$ cat src/sarsr_consts.vh
`ifndef SARSR_CONSTS_VH
`define SARSR_CONSTS_VH

// ==========================================================
// Frame layout
`define SARSR_DATA_W 12
`define SARSR_FRAME_W 16
`define SARSR_FRAME_BITS 5'h10
`define SARSR_CNT_ZERO 5'h00
`define SARSR_CNT_ONE 5'h01
`define SARSR_LEAD_ZEROS 4'h0

// ==========================================================
// Timing
`define SARSR_CLK_MHZ 32'hFA
`define SARSR_WAKE_US 32'h1
`define SARSR_WAKE_CYC (`SARSR_WAKE_US * `SARSR_CLK_MHZ)
`define SARSR_WAKE_ZERO 8'h00
`define SARSR_WAKE_ONE 8'h01

// ==========================================================
// Control states
`define SARSR_ST_IDLE 3'h0
`define SARSR_ST_SHIFT 3'h1
`define SARSR_ST_DONE 3'h2
`define SARSR_ST_OFF 3'h3
`define SARSR_ST_WAKE 3'h4

`endif

$ cat src/sarsr_pin_sync.v
`timescale 1ns/1ps
`default_nettype none

// Three-stage pin synchroniser; level moves when stages two and three agree
module sarsr_pin_sync #(
   parameter RST_LEVEL = 1'b0
) (
   input wire clk,      // Sampling clock
   input wire rst,      // Async reset, active high
   input wire pin_in,   // Asynchronous pin
   output reg level,    // Filtered level
   output reg rise,     // One-cycle pulse on rise
   output reg fall      // One-cycle pulse on fall
);

   reg s1_reg;
   reg s2_reg;
   reg s3_reg;

   always @(posedge clk or posedge rst) begin
      if (rst) begin
         s1_reg <= RST_LEVEL;
         s2_reg <= RST_LEVEL;
         s3_reg <= RST_LEVEL;
         level <= RST_LEVEL;
         rise <= 1'b0;
         fall <= 1'b0;
      end else begin
         s1_reg <= pin_in;
         s2_reg <= s1_reg;
         s3_reg <= s2_reg;
         rise <= 1'b0;
         fall <= 1'b0;
         if (s2_reg == s3_reg && s3_reg != level) begin
            level <= s3_reg;
            rise <= s3_reg;
            fall <= ~s3_reg;
         end
      end
   end

endmodule // sarsr_pin_sync

`default_nettype wire

$ cat src/sarsr_readout.v
`timescale 1ns/1ps
`default_nettype none
`include "sarsr_consts.vh"

module sarsr_readout (
   input wire MCLK,                 // System clock, 250 MHz
   input wire RST,                  // Async reset, active high
   input wire CS_N,                 // Frame select pin, active low
   input wire SCLK,                 // Shift clock pin from host
   input wire PWR_DOWN,             // Full power-down request, level
   input wire [11:0] SAMPLE_IN,     // Held sample from converter core
   output wire SERIAL_RESULT_OUT,   // Serial result data
   output reg SERIAL_RESULT_OE,     // Output enable, high drives pin
   output reg SAMPLE_TAKE,          // Pulse when input is sampled
   output reg CONV_DONE,            // Pulse when sixteenth cycle ends
   output reg READY                 // High when able to convert
);

   // =======================================================
   // Constants
   localparam [2:0] ST_IDLE = `SARSR_ST_IDLE;
   localparam [2:0] ST_SHIFT = `SARSR_ST_SHIFT;
   localparam [2:0] ST_DONE = `SARSR_ST_DONE;
   localparam [2:0] ST_OFF = `SARSR_ST_OFF;
   localparam [2:0] ST_WAKE = `SARSR_ST_WAKE;
   localparam [31:0] WAKE_CYC_W = `SARSR_WAKE_CYC;
   localparam [7:0] WAKE_CYC = WAKE_CYC_W[7:0];

   // =======================================================
   // Pin synchronisers
   wire cs_level;
   wire cs_rise;
   wire cs_fall;
   wire sclk_fall;

   sarsr_pin_sync #(
      .RST_LEVEL(1'b1)
   ) u_cs_sync (
      .clk(MCLK),
      .rst(RST),
      .pin_in(CS_N),
      .level(cs_level),
      .rise(cs_rise),
      .fall(cs_fall)
   );

   sarsr_pin_sync #(
      .RST_LEVEL(1'b0)
   ) u_sclk_sync (
      .clk(MCLK),
      .rst(RST),
      .pin_in(SCLK),
      .level(),
      .rise(),
      .fall(sclk_fall)
   );

   // =======================================================
   // State
   reg [2:0] state_reg;
   reg [2:0] state_next;
   reg [15:0] shift_reg;
   reg [15:0] shift_next;
   reg [4:0] cnt_reg;
   reg [4:0] cnt_next;
   reg [7:0] wake_reg;
   reg [7:0] wake_next;
   reg oe_next;
   reg take_next;
   reg done_next;
   reg ready_next;

   // Data comes straight from the shift register flop
   assign SERIAL_RESULT_OUT = shift_reg[15];

   // =======================================================
   // Next-state logic
   always @* begin
      state_next = state_reg;
      shift_next = shift_reg;
      cnt_next = cnt_reg;
      wake_next = wake_reg;
      oe_next = SERIAL_RESULT_OE;
      take_next = 1'b0;
      done_next = 1'b0;
      ready_next = READY;
      case (state_reg)
         ST_IDLE: begin
            if (PWR_DOWN) begin
               state_next = ST_OFF;
               ready_next = 1'b0;
            end else if (cs_fall) begin
               // Sample, start, and frame in one event
               state_next = ST_SHIFT;
               shift_next = {`SARSR_LEAD_ZEROS, SAMPLE_IN};
               cnt_next = `SARSR_CNT_ZERO;
               oe_next = 1'b1;
               take_next = 1'b1;
            end
         end
         ST_SHIFT: begin
            if (cs_rise) begin
               // Early frame end aborts and frees the line
               state_next = ST_IDLE;
               oe_next = 1'b0;
            end else if (sclk_fall) begin
               // Shift clock paces conversion and readout
               cnt_next = cnt_reg + `SARSR_CNT_ONE;
               shift_next = {shift_reg[14:0], 1'b0};
               if (cnt_next == `SARSR_FRAME_BITS) begin
                  // Sixteenth fall ends the conversion
                  oe_next = 1'b0;
                  done_next = 1'b1;
                  state_next = ST_DONE;
               end
            end
         end
         ST_DONE: begin
            // Host keeps the frame open until it rises
            if (cs_level) begin
               state_next = PWR_DOWN ? ST_OFF : ST_IDLE;
               ready_next = ~PWR_DOWN;
            end
         end
         ST_OFF: begin
            oe_next = 1'b0;
            ready_next = 1'b0;
            if (!PWR_DOWN) begin
               state_next = ST_WAKE;
               wake_next = WAKE_CYC;
            end
         end
         ST_WAKE: begin
            if (PWR_DOWN) begin
               state_next = ST_OFF;
            end else if (wake_reg == `SARSR_WAKE_ONE) begin
               // Frames started while waking are ignored
               wake_next = `SARSR_WAKE_ZERO;
               ready_next = 1'b1;
               state_next = ST_IDLE;
            end else begin
               wake_next = wake_reg - `SARSR_WAKE_ONE;
            end
         end
         default: begin
            state_next = ST_IDLE;
            oe_next = 1'b0;
         end
      endcase
   end

   // =======================================================
   // Registers
   always @(posedge MCLK or posedge RST) begin
      if (RST) begin
         state_reg <= `SARSR_ST_IDLE;
         shift_reg <= {`SARSR_FRAME_W{1'b0}};
         cnt_reg <= `SARSR_CNT_ZERO;
         wake_reg <= `SARSR_WAKE_ZERO;
         SERIAL_RESULT_OE <= 1'b0;
         SAMPLE_TAKE <= 1'b0;
         CONV_DONE <= 1'b0;
         READY <= 1'b1;
      end else begin
         state_reg <= state_next;
         shift_reg <= shift_next;
         cnt_reg <= cnt_next;
         wake_reg <= wake_next;
         SERIAL_RESULT_OE <= oe_next;
         SAMPLE_TAKE <= take_next;
         CONV_DONE <= done_next;
         READY <= ready_next;
      end
   end

endmodule // sarsr_readout

`default_nettype wire

$ cat config.mk
export PLATFORM = sky130hd
export DESIGN_NAME = sarsr_readout
export DESIGN_NICKNAME = d
export VERILOG_FILES = /design/src/sarsr_pin_sync.v /design/src/sarsr_readout.v
export VERILOG_INCLUDE_DIRS = /design/src
export SDC_FILE = /design/constraint.sdc
export NUM_CORES = 1
export LEC_CHECK = 0
export BUFFER_PORTS_ARGS = -buffer_cell sky130_fd_sc_hd__buf_4
export CELL_PAD_IN_SITES_DETAIL_PLACEMENT = 1
export CELL_PAD_IN_SITES_GLOBAL_PLACEMENT = 1
export CORE_AREA = 2 2 81 91
export CTS_CLUSTER_SIZE = 14
export DETAILED_ROUTE_END_ITERATION = 8
export DIE_AREA = 0 0 83 93
export PLACE_DENSITY = 0.58
export SKIP_LAST_GASP = 1
export SLEW_MARGIN = 20
export SYNTH_ARGS = -nofsm -noshare
export SYNTH_HDL_FRONTEND = slang
export SYNTH_HIERARCHICAL = 1
export SYNTH_SLANG_ARGS = --single-unit
export TNS_END_PERCENT = 10
$ cat constraint.sdc
create_clock -name MCLK -period 2 [get_ports MCLK]
set_input_delay 0.4 -clock MCLK [delete_from_list [all_inputs] [get_ports MCLK]]
set_output_delay 0.4 -clock MCLK [all_outputs]
set_load 0.005 [all_outputs]
==> results.yml <==
run_status:
  outcome: "finished clean"
sta:
  hold_violations: 0
  tightest_slew_ns: 0.486
  fin_ws_ns: 0.157
  final.setup.tns_ns: 0
  hold_ws_ns: 0.195
  timing.final.crit_period_ns: 1.84
  rsz0062_at_grt: "false"
  fmax_mhz: 542
  fin_skew_ns: 0.0139
  fin_crit_sh_pct: 92.2
  drv_slew: 0
  slew_headroom_pct: 67.6
  setup_viol: 0
die:
  die_x_um: 83
  initial_core_util_pct: 33.4
  core_area_um2: 6850
  io-pin-count: 22
  dieArea_um2: 7720
  core.rowCount: 32
  die_h_um: 93
finish:
  antenna_cells: 0
  largest_reg_flops: 16
  syn_to_final_growth_pct: 19.3
  finish.net_count: 264
  filler_cell_count: 764
  utilization_pct: 39.9
  drive_above_1_share_pct: 25.7
clock_network:
  clock_sinks: 47
  cts_tree: "yes"
  insertion_delay_ns: 0.31
  htreeDepth: 2
  clk_root_buffer_cell: "clkbuf_8"
  clk_transition_reported_paths_ns: 0.09
  clockBufferDepth: 2
  numCtsBuffers: 5
placed_design:
  gp_congestion: 0.757
  port-buffer-count: 21
  pre_cts_slack_ns: 0.147
  place_hpwl_um: 3540
grt:
  grt_first_pass_wirelength_um: 8800
  antenna_found_initial: 0
  grt_pass1_vias: 1784
  grt_use_total_pct: 13.9
  grt_overflow: 0
  grt_max_degree: 37
pwr:
  internal_power_mw: 2.22
  total_power_mw: 3.45
  power_density_nw_per_um2: 1260
  irDropWorstVdd_mv: 0.432
  clkPwrFrac_pct: 20.8
  switching_power_mw: 1.23
  p_seq_share_pct: 40.1
  combPwrFrac_pct: 39.1
  switching_share_pct: 35.7
  cellLeakagePower_nw: 1.21
worst_setup_path:
  required_ns: 2.18
  critPathKind: "register to register"
  reg2reg_slack_ns: 0.16
  rr_worst_depth: 5
  cp_slowest_cell: "dfrtp_1"
  arrival_ns: 2.03
  r2r_start: "state_reg[0]"
  critPathBufInv: 1
  worstPathMaxFanout: 10
  crit_path_cell_trace: "nor4b_2 -> a21oi_1 -> or2_1 -> buf_4 -> a211o_1"
  cpPeakStageDelay_ns: 0.51
  cp-end-kind: "register"
  worstReg2RegEnd: "cnt_reg[4]"
  start_kind: "register"
  crit_family: "simple AND/OR/NAND/NOR gates"
detailed_routing:
  dr.pass1.iters: 4
  num_vias: 1711
  avgViaCountPerCell: 5.18
  routedWlPerCell_um: 15.1
  drtIter0Drc: 44
  ant_nets: 0
  routed_wl_um: 4980
  drc: 0
hold_path:
  hp-start: "CS_N"
  hold_end: "u_cs_sync/s1_reg"
  min_path_type: "input port to register"
  min_path_cells: 1
yosys:
  yosys_warnings: 6
  synth_nets: 232
  synth_cells: 212
  syn_area_um2: 2290
  syn_avg_cell_area_um2: 10.8
flow_run:
  cap_violations: 0
==> cells in the final DEF (no fill, tap or decap), types with 5 or more instances in the layout <==
master	count
mux2i_1	10
nand2_1	12
nor3b_1	5
buf_4	36
a22o_1	6
nor2_1	7
o21ai_0	25
inv_1	10
dfrtp_1	42
dfstp_2	5
clkbuf_8	5
a21oi_1	8
and2_1	5
==> power groups by stage <==
stage	clock (mW)	sequential [mW]	combinational [mW]
final	0.717	1.39	1.35
after detailed placement	0	1.41	1.36
after global routing	0.784	1.42	1.51
after floorplan	0	1.32	0.995
after global placement	0	1.39	1.35
after CTS	0.747	1.39	1.37
==> repair_timing <==
action,CTS,global route
hold endpoints to repair,5,0
gates resized for setup,0,0
buffers inserted,0,0
hold buffers,1,0
==> per-stage QoR <==
stage / std cells / cell area [µm²]
detailed placement: 321 / 2610
finish: 330 / 2730
global route: 330 / 2730
floorplan: 212 / 2290
global placement: 321 / 2610
CTS: 330 / 2730
==> per-layer routing <==
metal / track usage [%] / wire length [µm] / vias to the layer above
met2: 22.7 / 2420 / 17
met3: 2.56 / 135 / 7
met1: 18.5 / 2360 / 861
met4: 4.92 / 72 / 0
met5: 0 / 0 / -
li1: - / - / 826
==> how the worst max path moves through the flow <==
stage | slack (ns) | from | cells past startpoint | to
6_report | 0.16 | state_reg[0] | 5 | cnt_reg[4]
4_1_cts | 0.14 | state_reg[2] | 5 | cnt_reg[4]
5_1_grt | 0.03 | state_reg[0] | 5 | cnt_reg[4]
3_5_place_dp | 0.15 | PWR_DOWN | 6 | cnt_reg[4]
3_3_place_gp | 0.19 | PWR_DOWN | 6 | cnt_reg[3]
2_1_floorplan | 0.27 | state_reg[1] | 6 | shift_reg[11]
==> final cells by class <==
cell class | instances | area, µm² | area share (%)
Sequential cell | 47 | 1180 | 43.3
Clock buffer | 5 | 68.8 | 2.52
Multi-Input combinational cell | 143 | 1010 | 37.0
Tap cell | 85 | 106 | 3.89
Timing Repair Buffer | 37 | 280 | 10.3
Inverter | 10 | 37.5 | 1.37
Clock inverter | 3 | 46.3 | 1.69
(Power assumes the default switching activity.)
